$ cat config.mk
export PLATFORM = sky130hd
export DESIGN_NAME = flash_program_erase_protect
export DESIGN_NICKNAME = d
export VERILOG_FILES = /design/src/hw/flash_pe_pkg.sv /design/src/hw/flash_pump_clock.sv /design/src/hw/flash_program_erase_protect.sv
export SDC_FILE = /design/constraint.sdc
export NUM_CORES = 1
export LEC_CHECK = 0
export BUFFER_PORTS_ARGS = -buffer_cell sky130_fd_sc_hd__buf_4
export CORE_MARGIN = 5
export CORE_UTILIZATION = 48
export DETAILED_ROUTE_END_ITERATION = 6
export GPL_TIMING_DRIVEN = 0
export PLACE_DENSITY = 0.76
export SETUP_SLACK_MARGIN = 0.15
export SYNTH_ARGS = -nofsm -noshare
export SYNTH_HDL_FRONTEND = slang
export SYNTH_SLANG_ARGS = --single-unit
$ cat constraint.sdc
create_clock -name clk -period 2.3 [get_ports clk]
set_input_delay 0.46 -clock clk [delete_from_list [all_inputs] [get_ports clk]]
set_output_delay 0.46 -clock clk [all_outputs]
set_load 0.1 [all_outputs]
$ cat src/hw/flash_pe_pkg.sv
// Purpose: shared constants and carriers for the flash program/erase block
// Assumes: 8-bit cpu bus, 16-bit addresses
// Notes:   register addresses are parameters of the top module
package flash_pe_pkg;
  // control register bit positions
  localparam int CTL_PROGRAM  = 0;
  localparam int CTL_ERASE    = 1;
  localparam int CTL_MARGIN   = 2;
  localparam int CTL_HV       = 3;
  localparam int CTL_SIZE_LO  = 4;
  localparam int CTL_SIZE_HI  = 5;
  localparam int CTL_PUMP_DIV = 7;
  localparam logic [7:0] CTL_RESET     = 8'h00;
  localparam logic [7:0] PROTECT_RESET = 8'h00;
  // default register addresses
  localparam logic [15:0] ADDR_LOWER_CONTROL = 16'hFE08;
  localparam logic [15:0] ADDR_UPPER_PROTECT = 16'hFF80;
  localparam logic [15:0] ADDR_LOWER_PROTECT = 16'hFF81;
  // lower array window and erase block bounds
  localparam logic [15:0] LOWER_START = 16'h1000;
  localparam logic [15:0] LOWER_END   = 16'h7FFF;
  localparam logic [15:0] LOWER_HALF  = 16'h4000;
  localparam logic [15:0] EIGHT_ROW_MASK = 16'hFE00;
  localparam logic [15:0] ROW_MASK       = 16'hFFC0;
  localparam logic [15:0] BLOCK_512_SPAN = 16'h01FF;
  localparam logic [15:0] ROW_SPAN       = 16'h003F;
  // protect range starts
  localparam logic [15:0] UP_P3 = 16'hC000;
  localparam logic [15:0] UP_P2 = 16'hA000;
  localparam logic [15:0] UP_P1 = 16'h9000;
  localparam logic [15:0] UP_P0 = 16'h8000;
  localparam logic [15:0] LO_P3 = 16'h4000;
  localparam logic [15:0] LO_P2 = 16'h2000;
  localparam logic [15:0] LO_P1 = 16'h1000;
  localparam logic [15:0] LO_P0 = 16'h1000;
  localparam logic [15:0] NO_PROTECT = 16'hFFFF;
  // erase sizes
  localparam logic [1:0] SIZE_FULL = 2'h0;
  localparam logic [1:0] SIZE_HALF = 2'h1;
  localparam logic [1:0] SIZE_512  = 2'h2;
  localparam logic [1:0] SIZE_ROW  = 2'h3;
  localparam int PAGE_BYTES    = 8;
  localparam int MARGIN_EXTRA  = 8;
  localparam logic [7:0] ERASED_BYTE = 8'h00;

  typedef struct packed {
    logic        write;
    logic        read;
    logic [15:0] addr;
    logic [7:0]  data;
  } cpu_req_t;

  typedef struct packed {
    logic        ready;
    logic [7:0]  data;
  } cpu_resp_t;

  typedef struct packed {
    logic        program_select;
    logic        erase_select;
    logic        high_voltage_enable;
    logic        margin_select;
    logic [15:0] block_start;
    logic [15:0] block_end;
  } array_ctl_t;
endpackage : flash_pe_pkg

$ cat src/hw/flash_pump_clock.sv
// Purpose: pump phase clocks from the pll vco clock
// Assumes: pll_vco_clock is a free-running input sampled on clk
// Notes:   phases are quadrature at half the selected pump rate
`timescale 1ns/1ps
`default_nettype none
module flash_pump_clock
  import flash_pe_pkg::*;
(
  // clock and reset
  input  wire logic clk,
  input  wire logic resetn,
  // controls
  input  wire logic pll_vco_clock,
  input  wire logic run,
  input  wire logic pump_divide_select,
  // phases
  output logic      pump_phase_a,
  output logic      pump_phase_b
);
  logic       vco_q;
  logic       next_vco_q;
  logic [2:0] count;
  logic [2:0] next_count;
  logic       next_a;
  logic       next_b;

  always_comb begin
    next_vco_q = pll_vco_clock;
    next_count = count;
    next_a     = pump_phase_a;
    next_b     = pump_phase_b;
    if (!run) begin
      next_count = 3'h0;
      next_a     = 1'b0;
      next_b     = 1'b0;
    end else if (pll_vco_clock && !vco_q) begin
      // four vco edges make one phase cycle for /2, eight for /4
      next_count = pump_divide_select ? count + 3'h1 :
                   {1'b0, count[1:0] + 2'h1};
      if (pump_divide_select) begin
        next_a = count[2] ^ count[1];
        next_b = count[2];
      end else begin
        next_a = count[1] ^ count[0];
        next_b = count[1];
      end
    end
  end

  always_ff @(posedge clk) begin
    if (!resetn) begin
      vco_q        <= 1'b0;
      count        <= 3'h0;
      pump_phase_a <= 1'b0;
      pump_phase_b <= 1'b0;
    end else begin
      vco_q        <= next_vco_q;
      count        <= next_count;
      pump_phase_a <= next_a;
      pump_phase_b <= next_b;
    end
  end
endmodule : flash_pump_clock
`default_nettype wire

$ cat src/hw/flash_program_erase_protect.sv
// Purpose: control, protection and sequencing for the lower flash array
// Assumes: cpu holds req until resp.ready; array core outside this block
// Notes:   erase/program masks drive array core; pump phases go to pump
`timescale 1ns/1ps
`default_nettype none
module flash_program_erase_protect
  import flash_pe_pkg::*;
#(
  parameter logic [15:0] CONTROL_ADDR = ADDR_LOWER_CONTROL,
  parameter logic [15:0] UP_PROT_ADDR = ADDR_UPPER_PROTECT,
  parameter logic [15:0] LO_PROT_ADDR = ADDR_LOWER_PROTECT
)(
  // clock and reset
  input  wire logic clk,
  input  wire logic resetn,
  // cpu bus
  input  wire cpu_req_t  req,
  output cpu_resp_t      resp,
  // array read data from core
  input  wire logic [7:0] array_rdata,
  // pump
  input  wire logic       pll_vco_clock,
  output logic            pump_phase_a,
  output logic            pump_phase_b,
  // array core controls
  output array_ctl_t      array_ctl,
  output logic [63:0]     page_data,
  output logic [15:0]     page_addr
);
  logic [7:0]  control;
  logic [7:0]  next_control;
  logic [7:0]  upper_array_protect;
  logic [7:0]  next_upper_protect;
  logic [7:0]  lower_array_protect;
  logic [7:0]  next_lower_protect;
  logic [15:0] target;
  logic [15:0] next_target;
  logic        target_valid;
  logic        next_target_valid;
  logic [63:0] next_page_data;
  logic [15:0] next_page_addr;
  logic        margin_ok;
  logic        next_margin_ok;
  logic [3:0]  wait_count;
  logic [3:0]  next_wait_count;
  cpu_resp_t   next_resp;
  array_ctl_t  next_array_ctl;
  logic [15:0] blk_start;
  logic [15:0] blk_end;
  logic [15:0] lo_bound;
  logic        in_lower;
  logic        blocked;
  logic        is_ctl;
  logic        is_up;
  logic        is_lo;
  logic        pump_run;

  assign in_lower = req.addr >= LOWER_START && req.addr <= LOWER_END;
  assign is_ctl = req.addr == CONTROL_ADDR;
  assign is_up  = req.addr == UP_PROT_ADDR;
  assign is_lo  = req.addr == LO_PROT_ADDR;

  always_comb begin
    lo_bound = NO_PROTECT;
    if (lower_array_protect[3]) lo_bound = LO_P3;
    if (lower_array_protect[2]) lo_bound = LO_P2;
    if (lower_array_protect[1]) lo_bound = LO_P1;
    if (lower_array_protect[0]) lo_bound = LO_P0;
  end

  always_comb begin
    blk_start = target;
    blk_end   = target;
    if (control[CTL_ERASE]) begin
      case ({control[CTL_SIZE_HI], control[CTL_SIZE_LO]})
        SIZE_FULL: begin
          blk_start = LOWER_START;
          blk_end   = LOWER_END;
        end
        SIZE_HALF: begin
          blk_start = target >= LOWER_HALF ? LOWER_HALF : LOWER_START;
          blk_end   = target >= LOWER_HALF ? LOWER_END
                                           : LOWER_HALF - 16'h0001;
        end
        SIZE_512: begin
          blk_start = target & EIGHT_ROW_MASK;
          blk_end   = (target & EIGHT_ROW_MASK) | BLOCK_512_SPAN;
        end
        default: begin
          blk_start = target & ROW_MASK;
          blk_end   = (target & ROW_MASK) | ROW_SPAN;
        end
      endcase
    end
  end

  assign blocked = target_valid && (blk_end >= lo_bound);

  assign pump_run = control[CTL_HV];

  always_comb begin
    next_control       = control;
    next_upper_protect = upper_array_protect;
    next_lower_protect = lower_array_protect;
    next_target        = target;
    next_target_valid  = target_valid;
    next_page_data     = page_data;
    next_page_addr     = page_addr;
    next_margin_ok     = margin_ok;
    next_wait_count    = wait_count;
    next_resp          = '0;
    if (req.write && !resp.ready) begin
      next_resp.ready = 1'b1;
      if (is_ctl) begin
        next_control = req.data;
        next_control[6] = 1'b0;
        if (req.data[CTL_PROGRAM] && req.data[CTL_ERASE]) begin
          next_control[CTL_PROGRAM] = control[CTL_PROGRAM];
          next_control[CTL_ERASE]   = control[CTL_ERASE];
        end else if (req.data[CTL_PROGRAM] && control[CTL_ERASE]) begin
          next_control[CTL_PROGRAM] = 1'b0;
        end else if (req.data[CTL_ERASE] && control[CTL_PROGRAM]) begin
          next_control[CTL_ERASE] = 1'b0;
        end
        // high voltage needs program or erase already set
        if (req.data[CTL_HV] && !control[CTL_HV] &&
            !(control[CTL_PROGRAM] || control[CTL_ERASE]))
          next_control[CTL_HV] = 1'b0;
        if (control[CTL_HV] || next_control[CTL_HV])
          next_control[CTL_MARGIN] = 1'b0;
        // margin only right after a program
        if (req.data[CTL_MARGIN] && !control[CTL_MARGIN] && !margin_ok)
          next_control[CTL_MARGIN] = 1'b0;
        // a control write with program and erase both clear drops the old target
        if (!req.data[CTL_PROGRAM] && !req.data[CTL_ERASE])
          next_target_valid = 1'b0;
      end else if (is_up) begin
        // upper protect stored for the upper array
        next_upper_protect = req.data;
      end else if (is_lo) begin
        next_lower_protect = req.data;
      end else if (in_lower &&
                   (control[CTL_PROGRAM] || control[CTL_ERASE]) &&
                   !control[CTL_HV]) begin
        next_target       = req.addr;
        next_target_valid = 1'b1;
        // byte slot from low address bits
        if (control[CTL_PROGRAM]) begin
          next_page_addr = req.addr & ~16'h0007;
          next_page_data[req.addr[2:0]*8 +: 8] = req.data;
        end
      end
    end else if (req.read && !resp.ready) begin
      next_resp.data = 8'h00;
      if (is_ctl) begin
        next_resp.data  = control;
        next_resp.ready = 1'b1;
      end else if (is_up) begin
        next_resp.data  = upper_array_protect;
        next_resp.ready = 1'b1;
      end else if (is_lo) begin
        next_resp.data  = lower_array_protect;
        next_resp.ready = 1'b1;
      end else if (control[CTL_MARGIN] && in_lower) begin
        // margin read stretched by eight cycles
        next_wait_count = wait_count + 4'h1;
        if (wait_count == 4'(MARGIN_EXTRA)) begin
          next_wait_count = 4'h0;
          next_resp.data  = array_rdata;
          next_resp.ready = 1'b1;
        end
      end else begin
        // erased cells return ERASED_BYTE from core as-is
        next_resp.data  = array_rdata;
        next_resp.ready = 1'b1;
      end
    end
    // margin drops when high voltage rises
    if (next_control[CTL_HV])
      next_control[CTL_MARGIN] = 1'b0;
    // protection kills program or erase and high voltage
    if (blocked) begin
      next_control[CTL_PROGRAM] = 1'b0;
      next_control[CTL_ERASE]   = 1'b0;
      next_control[CTL_HV]      = 1'b0;
    end
    // margin window opens after programming pulse
    if (control[CTL_HV] && control[CTL_PROGRAM])
      next_margin_ok = 1'b1;
    else if (control[CTL_ERASE] || next_control[CTL_HV])
      next_margin_ok = 1'b0;
  end

  always_comb begin
    next_array_ctl.program_select      = next_control[CTL_PROGRAM];
    next_array_ctl.erase_select        = next_control[CTL_ERASE];
    next_array_ctl.high_voltage_enable = next_control[CTL_HV];
    next_array_ctl.margin_select       = next_control[CTL_MARGIN];
    next_array_ctl.block_start         = blk_start;
    next_array_ctl.block_end           = blk_end;
  end

  always_ff @(posedge clk) begin
    if (!resetn) begin
      control             <= CTL_RESET;
      upper_array_protect <= PROTECT_RESET;
      lower_array_protect <= PROTECT_RESET;
      target              <= 16'h0000;
      target_valid        <= 1'b0;
      page_data           <= 64'h0;
      page_addr           <= 16'h0000;
      margin_ok           <= 1'b0;
      wait_count          <= 4'h0;
      resp                <= '0;
      array_ctl           <= '0;
    end else begin
      control             <= next_control;
      upper_array_protect <= next_upper_protect;
      lower_array_protect <= next_lower_protect;
      target              <= next_target;
      target_valid        <= next_target_valid;
      page_data           <= next_page_data;
      page_addr           <= next_page_addr;
      margin_ok           <= next_margin_ok;
      wait_count          <= next_wait_count;
      resp                <= next_resp;
      array_ctl           <= next_array_ctl;
    end
  end

  flash_pump_clock u_pump (
    .clk                (clk),
    .resetn             (resetn),
    .pll_vco_clock      (pll_vco_clock),
    .run                (pump_run),
    .pump_divide_select (control[CTL_PUMP_DIV]),
    .pump_phase_a       (pump_phase_a),
    .pump_phase_b       (pump_phase_b)
  );
endmodule : flash_program_erase_protect
`default_nettype wire

==> flow_metrics.env, run 1 <==
export IMPL_netlist_instances=731
export IMPL_hold_buffers=0
export IMPL_cp_start_kind="flop"
export IMPL_synth_seq_cells=168
export IMPL_syn2layout_area_growth_pct=34.54
export IMPL_min_path_type="in -> reg"
export IMPL_cts_buffers=17
export IMPL_relSlewSlack_pct=58.49
export IMPL_period_share_pct=103.8
export IMPL_mostFrequentLayoutCell="buf_4"
export IMPL_synth_ff_type="dfxtp_1"
export IMPL_drive_gt1_share_pct=29.61
export IMPL_synth_cell_area_mm2=0.006837
export IMPL_multiInputGateArea_mm2=0.003390
export IMPL_syn_area_per_cell_um2=9.352
export IMPL_critPathKind="reg -> reg"
export IMPL_clock_path_buffers=2
export IMPL_power_density_mw_per_mm2=669.3
export IMPL_layout_common_cells="buf_4, dfxtp_1, nand2_1"
export IMPL_dr_first_iter_drc_count=596
export IMPL_drc=0
export IMPL_fin_crit_ps=2387
export IMPL_violations="setup timing"
export IMPL_fin_nets=985
export IMPL_fill_cells=1147
export IMPL_slew_viol_final=0
export IMPL_wirelength_um=20000
export IMPL_ys_seq_area_share_pct=49.19
export IMPL_gp_congestion=0.8631
export IMPL_routedWlPerCell_um=17.88
export IMPL_dpl_cell_count=1071
export IMPL_cp_arrival_ps=2730
export IMPL_synth_top_area_cell="dfxtp_1"
export IMPL_synthTopCellsByArea="dfxtp_1, mux2i_1, nand3_1"
export IMPL_cp_max_fo=4
export IMPL_antenna_found_initial=0
export IMPL_p_leak_nw=4.127
export IMPL_clock_root_buffer="clkbuf_16"
export IMPL_final_cells=1119
export IMPL_gr_total_overflow=0
export IMPL_path_clk_slew_ps=60
export IMPL_ir_drop_mv=0.4598
export IMPL_maxCapViolCount=0
export IMPL_die_h_um=129.3
export IMPL_htree_levels=4
export IMPL_io_buffers=158
export IMPL_ys_async_sr_fraction_pct=0
export IMPL_rsz0062_at_grt="yes"
export IMPL_grt_max_degree=17
export IMPL_skew_ps=10.22
export IMPL_synth_edf_count=0
export IMPL_die_w_um=129.3
export IMPL_gr_usage_all_layers_pct=23.57
export IMPL_worst_slew_pin_slew_ps=617.0
export IMPL_start_util_pct=49.06
export IMPL_status="finished with violations"
export IMPL_core_area_mm2=0.01393
export IMPL_grt_pass1_vias=5831
export IMPL_setup_ws_ps=-87.01
export IMPL_critPathRequiredTime_ps=2650
export IMPL_antenna_cells=0
export IMPL_grt_pass1_wl_um=30680
export IMPL_via_count=6128
export IMPL_cts_sinks=168
export IMPL_ys_types=58
export IMPL_rows=43
export IMPL_fmax_mhz=418.9
export IMPL_hold_viol=0
export IMPL_fin_tns_setup_ps=-236.4
export IMPL_final_core_util_pct=66.01
export IMPL_regArea_mm2=0.003372
export IMPL_endpoint_kind="flop"
export IMPL_setup_violations=4
export IMPL_ios=164
export IMPL_tritoncts="built"
export IMPL_clk_latency_ps=430
export IMPL_via_per_inst=5.476
export IMPL_first_pass_iters=5
export IMPL_die_area_mm2=0.01673
export IMPL_synth_warnings=0
export IMPL_dp_hpwl_um=14000
export IMPL_synth_top_cell_area_share_pct=49.19
export IMPL_ant_nets=0
cells in the mapped netlist (3+ instances only):
| cell type | instances |
|---|---|
| clkbuf_1 | 28 |
| nand3_1 | 59 |
| buf_2 | 4 |
| nor4_1 | 4 |
| a31oi_1 | 10 |
| inv_1 | 12 |
| and3_1 | 10 |
| a22oi_1 | 10 |
| nor2b_1 | 4 |
| nor3_1 | 10 |
| ha_1 | 22 |
| nand2b_1 | 16 |
| nor2_1 | 57 |
| buf_1 | 6 |
| or2_2 | 6 |
| nand2_1 | 75 |
| o21a_1 | 4 |
| nand4_1 | 4 |
| and2_1 | 23 |
| o31ai_1 | 8 |
| buf_4 | 9 |
| a21oi_1 | 35 |
| o21ai_0 | 39 |
| dfxtp_1 | 168 |
| a21o_1 | 3 |
| nor3_4 | 3 |
| mux2i_1 | 60 |
cell type report:
| type | count | area share (%) |
|---|---|---|
| clock inverters | 11 | 1.605 |
| inverters | 12 | 0.4897 |
| plain buffers | 47 | 2.462 |
| flip-flops and latches | 168 | 36.66 |
| repair buffers | 174 | 14.47 |
| clock buffers | 21 | 5.006 |
| multi-input cells | 506 | 36.85 |
| well taps | 180 | 2.449 |
per-layer routing:
metal	global-route usage (%)	vias to the layer above	share of wire, %
met5	0	-	0
met2	37.56	234	47
li1	-	2954	-
met1	31.17	2912	44
met4	8.153	0	2.0
met3	6.101	28	7.2
state kept, by name (all words and copies together), names as in the netlist:
signal,count
wait_count,4
target_valid,1
control,6
array_ctl,32
lower_array_protect,8
margin_ok,1
resp,9
u_pump.pump_phase_b,1
page_addr,13
target,16
u_pump.count,3
u_pump.pump_phase_a,1
upper_array_protect,8
page_data,64
u_pump.vco_q,1
per-stage QoR:
step                power, mW  area (um^2)  setup WS, ps  hold WS, ps
floorplan               3.156         6855         10.87        444.6
global placement        3.295         8267        -325.2        442.8
finish                  6.156         9198        -87.01        257.4
global route            6.331         9198        -135.2        243.0
detailed placement      3.296         8267        -313.0        451.7
CTS                     6.169         9059        -95.68        246.2
repair_timing:
item	4_1_cts	5_1_grt
pin swaps	7	1
endpoints found under the setup margin	53	73
resized for setup	15	24
buffers inserted	13	3
critical path, cell delays in order, from the launching register on:
cell and delay, ps:
dfxtp_2 330, or3_4 380, nand2b_4 180, inv_2 80, ha_4 190, nand2b_4 130
a2111o_1 400, a41o_1 220, o21a_1 230, nor3_1 160
where the power goes:
part / switching, mW / internal [mW] / total (mW)
Sequential: 0.00407 / 2.92 / 2.92
Clock: 1.15 / 1.76 / 2.91
Combinational: 0.239 / 0.0874 / 0.326
Total: 1.39 / 4.77 / 6.16
cells by family after synthesis:
logic type	count (synthesis)	share of synthesized area [%]
AOI/OAI and AO/OA	124	10.93
xor gates and xnor gates	2	0.2563
adders and majority gates	22	4.026
buffers and inverters	59	3.807
DFF	168	49.19
muxes	60	8.785
other	1	0.05485
and+or+nand+nor	295	22.95
path summary, 6_finish.rpt:
| check | from | endpoint | slack (ps) | cells past startpoint |
|---|---|---|---|---|
| worst max-delay path | lower_array_protect[0] | control[0] | -90 | 9 |
| worst min-delay path | pll_vco_clock | u_pump.vco_q | 260 | 2 |
| worst max register to register | lower_array_protect[0] | control[0] | -90 | 9 |
| worst min register to register | page_addr[6] | page_addr[6] | 460 | 2 |
(Power assumes the default switching activity.)
==> run 2, diff against run 1 <==
--- a/config.mk
+++ b/config.mk
@@ -5,12 +5,14 @@
 export SDC_FILE = /design/constraint.sdc
 export NUM_CORES = 1
 export LEC_CHECK = 0
+export ABC_AREA = 1
 export BUFFER_PORTS_ARGS = -buffer_cell sky130_fd_sc_hd__buf_4
 export CORE_MARGIN = 5
-export CORE_UTILIZATION = 48
+export CORE_UTILIZATION = 49
 export DETAILED_ROUTE_END_ITERATION = 6
 export GPL_TIMING_DRIVEN = 0
 export PLACE_DENSITY = 0.76
+export RECOVER_POWER = 100
 export SETUP_SLACK_MARGIN = 0.15
 export SYNTH_ARGS = -nofsm -noshare
 export SYNTH_HDL_FRONTEND = slang
==> run 2 against run 1 <==
Effect of this change: the flow now finishes without violations; core utilization shrank 3.2 points; sequential power is essentially flat; synthesized cell count grew 39%; global-route usage grew 1.0 points; register-to-register slack gained 280 ps; clock power is essentially flat; first-iteration DRC count grew 5.2%; clock skew shrank 3.2 ps; count of clock-buffer cells in the layout grew 3; setup slack gained 280 ps; cell count grew 25%; fmax grew 13%; critical endpoint is now control[1].
==> flow_metrics.env, run 2 <==
export IMPL_layout_common_cells="nand2_1, dfxtp_1, clkbuf_2"
export IMPL_ys_async_sr_fraction_pct=0
export IMPL_crit_chain="inv_4 > nor2_4 > buf_4 > or2_2 > ha_1 > nand2_1 > nor3_1 > nand2_1 > nand3_1 > nand2_2 > nand2_1 > nor2_1"
export IMPL_rows=45
export IMPL_p_total_mw=6.344
export IMPL_wirelength_um=22740
export IMPL_clock_path_buffers=2
export IMPL_critPathRequiredTime_ps=2620
export IMPL_synth_top_area_cell="dfxtp_1"
export IMPL_fin_tns_setup_ps=0
export IMPL_cp_max_fo=6
export IMPL_grt_pass1_wl_um=35050
export IMPL_cp_arrival_ps=2430
export IMPL_largest_register_ffs=64
export IMPL_wl_met1_um=9152
export IMPL_clk_latency_ps=430
export IMPL_crit_cells=12
export IMPL_rr_startpoint="control[1]"
export IMPL_via_per_inst=5.430
export IMPL_top_regs="page_data x64, array_ctl x32, target x16"
export IMPL_rr_endpoint="control[1]"
export IMPL_io_buffers=158
export IMPL_synth_warnings=0
export IMPL_ys_seq_area_share_pct=45.24
export IMPL_reg2reg_slack_ps=190
export IMPL_drc=0
export IMPL_syn2layout_area_growth_pct=26.93
export IMPL_critPathMaxStageDelay_ps=360
export IMPL_netlist_instances=1016
export IMPL_critPathTopFamily="simple AND/OR/NAND/NOR gates"
export IMPL_core_area_mm2=0.01503
export IMPL_rsz0062_at_grt="no"
export IMPL_cp_start_kind="flop"
export IMPL_top_layer="met4"
export IMPL_dr_first_iter_drc_count=627
export IMPL_dpl_cell_area_mm2=0.008914
export IMPL_critPathKind="reg -> reg"
export IMPL_period_share_pct=91.72
export IMPL_gp_congestion=0.9183
export IMPL_routed_wl_met3_um=2031
export IMPL_clock_root_buffer="clkbuf_16"
export IMPL_fmax_mhz=474.0
export IMPL_critical_path_startpoint="control[1]"
export IMPL_maxCapViolCount=0
export IMPL_first_pass_iters=6
export IMPL_cts_sinks=168
export IMPL_fin_crit_ps=2110
export IMPL_reg2reg_depth=12
export IMPL_synth_cell_area_mm2=0.007435
export IMPL_ys_types=38
export IMPL_crit_end="control[1]"
export IMPL_crit_slowest_cell="dfxtp_4"
export IMPL_tritoncts="built"
export IMPL_ios=164
export IMPL_synth_seq_cells=168
export IMPL_synth_edf_count=0
export IMPL_setup_violations=0
export IMPL_wl_met2_um=10880
export IMPL_syn_area_per_cell_um2=7.318
export IMPL_gr_usage_all_layers_pct=24.61
export IMPL_multiInputGateArea_mm2=0.003635
export IMPL_htree_levels=4
export IMPL_final_cell_area_mm2=0.009437
export IMPL_routedWlPerCell_um=16.21
export IMPL_die_area_mm2=0.01774
export IMPL_fill_cells=1373
export IMPL_start_util_pct=49.45
export IMPL_hold_viol=0
export IMPL_crit_buf_inv=2
export IMPL_worst_slew_pin_slew_ps=706.6
export IMPL_hold_buffers=0
export IMPL_synth_common_cells="nand2_1, dfxtp_1, nor2_1"
export IMPL_skew_ps=7.021
export IMPL_fin_nets=1262
export IMPL_drive_gt1_share_pct=22.47
export IMPL_via_count=7618
export IMPL_die_w_um=133.2
export IMPL_synthTopCellsByArea="dfxtp_1, nand2_1, a21oi_1"
export IMPL_power_density_mw_per_mm2=672.3
export IMPL_gr_total_overflow=0
export IMPL_top_register="page_data"
export IMPL_synth_most_common_cell="nand2_1"
export IMPL_status="complete, no violations"
export IMPL_min_path_type="in -> reg"
export IMPL_regArea_mm2=0.003369
export IMPL_antenna_cells=0
export IMPL_ant_nets=0
export IMPL_synth_ff_type="dfxtp_1"
export IMPL_antenna_found_initial=0
export IMPL_relSlewSlack_pct=52.89
export IMPL_endpoint_kind="flop"
export IMPL_slew_viol_final=0
export IMPL_path_clk_slew_ps=60
export IMPL_cts_buffers=17
export IMPL_die_h_um=133.2
export IMPL_synth_top_cell_area_share_pct=45.24
export IMPL_p_leak_nw=4.228
export IMPL_mostFrequentLayoutCell="nand2_1"
export IMPL_ir_drop_mv=0.4923
export IMPL_cp_common_cell="nand2_1"
export IMPL_grt_max_degree=17
export IMPL_dp_hpwl_um=16450
export IMPL_grt_pass1_vias=6928
## run 2: cell types whose count changed after synthesis, moves of 16 or more
cell and delta:
nand2_1 +111, a21oi_1 +89, nor2_1 +68, inv_1 +66, mux2i_1 -60, nand3_1 +44
and2_1 -22, nor4_1 +20, nand2b_1 -16
## run 2: kinds of logic (layout without fill, tap and decap cells)
| kind of cell | after synthesis | after routing | share of synthesized area [%] |
|---|---|---|---|
| AOI/OAI and AO/OA | 191 | 191 | 13.36 |
| xor gates and xnor gates | 1 | 1 | 0.1178 |
| adders and majority gates | 22 | 22 | 3.702 |
| buffers and inverters | 141 | 338 | 8.246 |
| DFF | 168 | 168 | 45.24 |
| other | 1 | 3 | 0.05044 |
| and+or+nand+nor | 492 | 492 | 29.28 |
## run 2: layout make-up
type	instances	area share (%)
timing repair buffer	167	9.958
multi-input combinational	709	38.52
inverter	88	3.699
buffer	52	3.182
clock buffer	24	5.211
sequential	168	35.71
clock inverter	7	1.233
tap	188	2.493
## run 2: layer usage
| metal | vias to the layer above | track usage, % |
|---|---|---|
| li1 | 3757 | - |
| met1 | 3425 | 30.25 |
| met2 | 369 | 41.76 |
| met3 | 67 | 5.438 |
| met4 | 0 | 10.40 |
| met5 | - | 0 |
## run 2: worst min path at each step
| stage | endpoint | slack, ps | from | cells after the start |
|---|---|---|---|---|
| floorplan | array_ctl[16] | 420 | target[0] | 2 |
| global placement | page_addr[15] | 430 | page_addr[15] | 2 |
| detailed placement | page_addr[15] | 440 | page_addr[15] | 2 |
| CTS | u_pump.vco_q | 210 | pll_vco_clock | 3 |
| global route | u_pump.vco_q | 240 | pll_vco_clock | 3 |
| finish | u_pump.vco_q | 220 | pll_vco_clock | 3 |
## run 2: through the flow
step / instances / worst slack, ps / hold slack (ps) / util [%]
detailed placement: 1364 / -337.0 / 436.4 / 59.29
floorplan: 1018 / 159.3 / 418.7 / -
global placement: 1364 / -294.3 / 431.8 / 59.29
global route: 1403 / 69.43 / 243.5 / 62.77
finish: 1403 / 190.5 / 219.6 / 62.77
CTS: 1397 / 151.7 / 213.7 / 63.60
## run 2: worst register-to-register path: cells and delay by family, from the launching register on
family / cells / cell delay [ps]
DFF: 1 / 360
adders and majority gates: 1 / 280
and+or+nand+nor: 9 / 1100
buffers and inverters: 2 / 250
## run 2: what timing repair did
item,4_1_cts,5_1_grt
endpoints found under the setup margin,4,78
setup buffers,2,7
pin swaps,1,6
endpoints found under the hold margin,0,0
resized for setup,9,46
## run 2: power breakdown
part	switching, mW	internal [mW]
Sequential	0.00183	2.91
Combinational	0.366	0.128
Clock	1.12	1.82
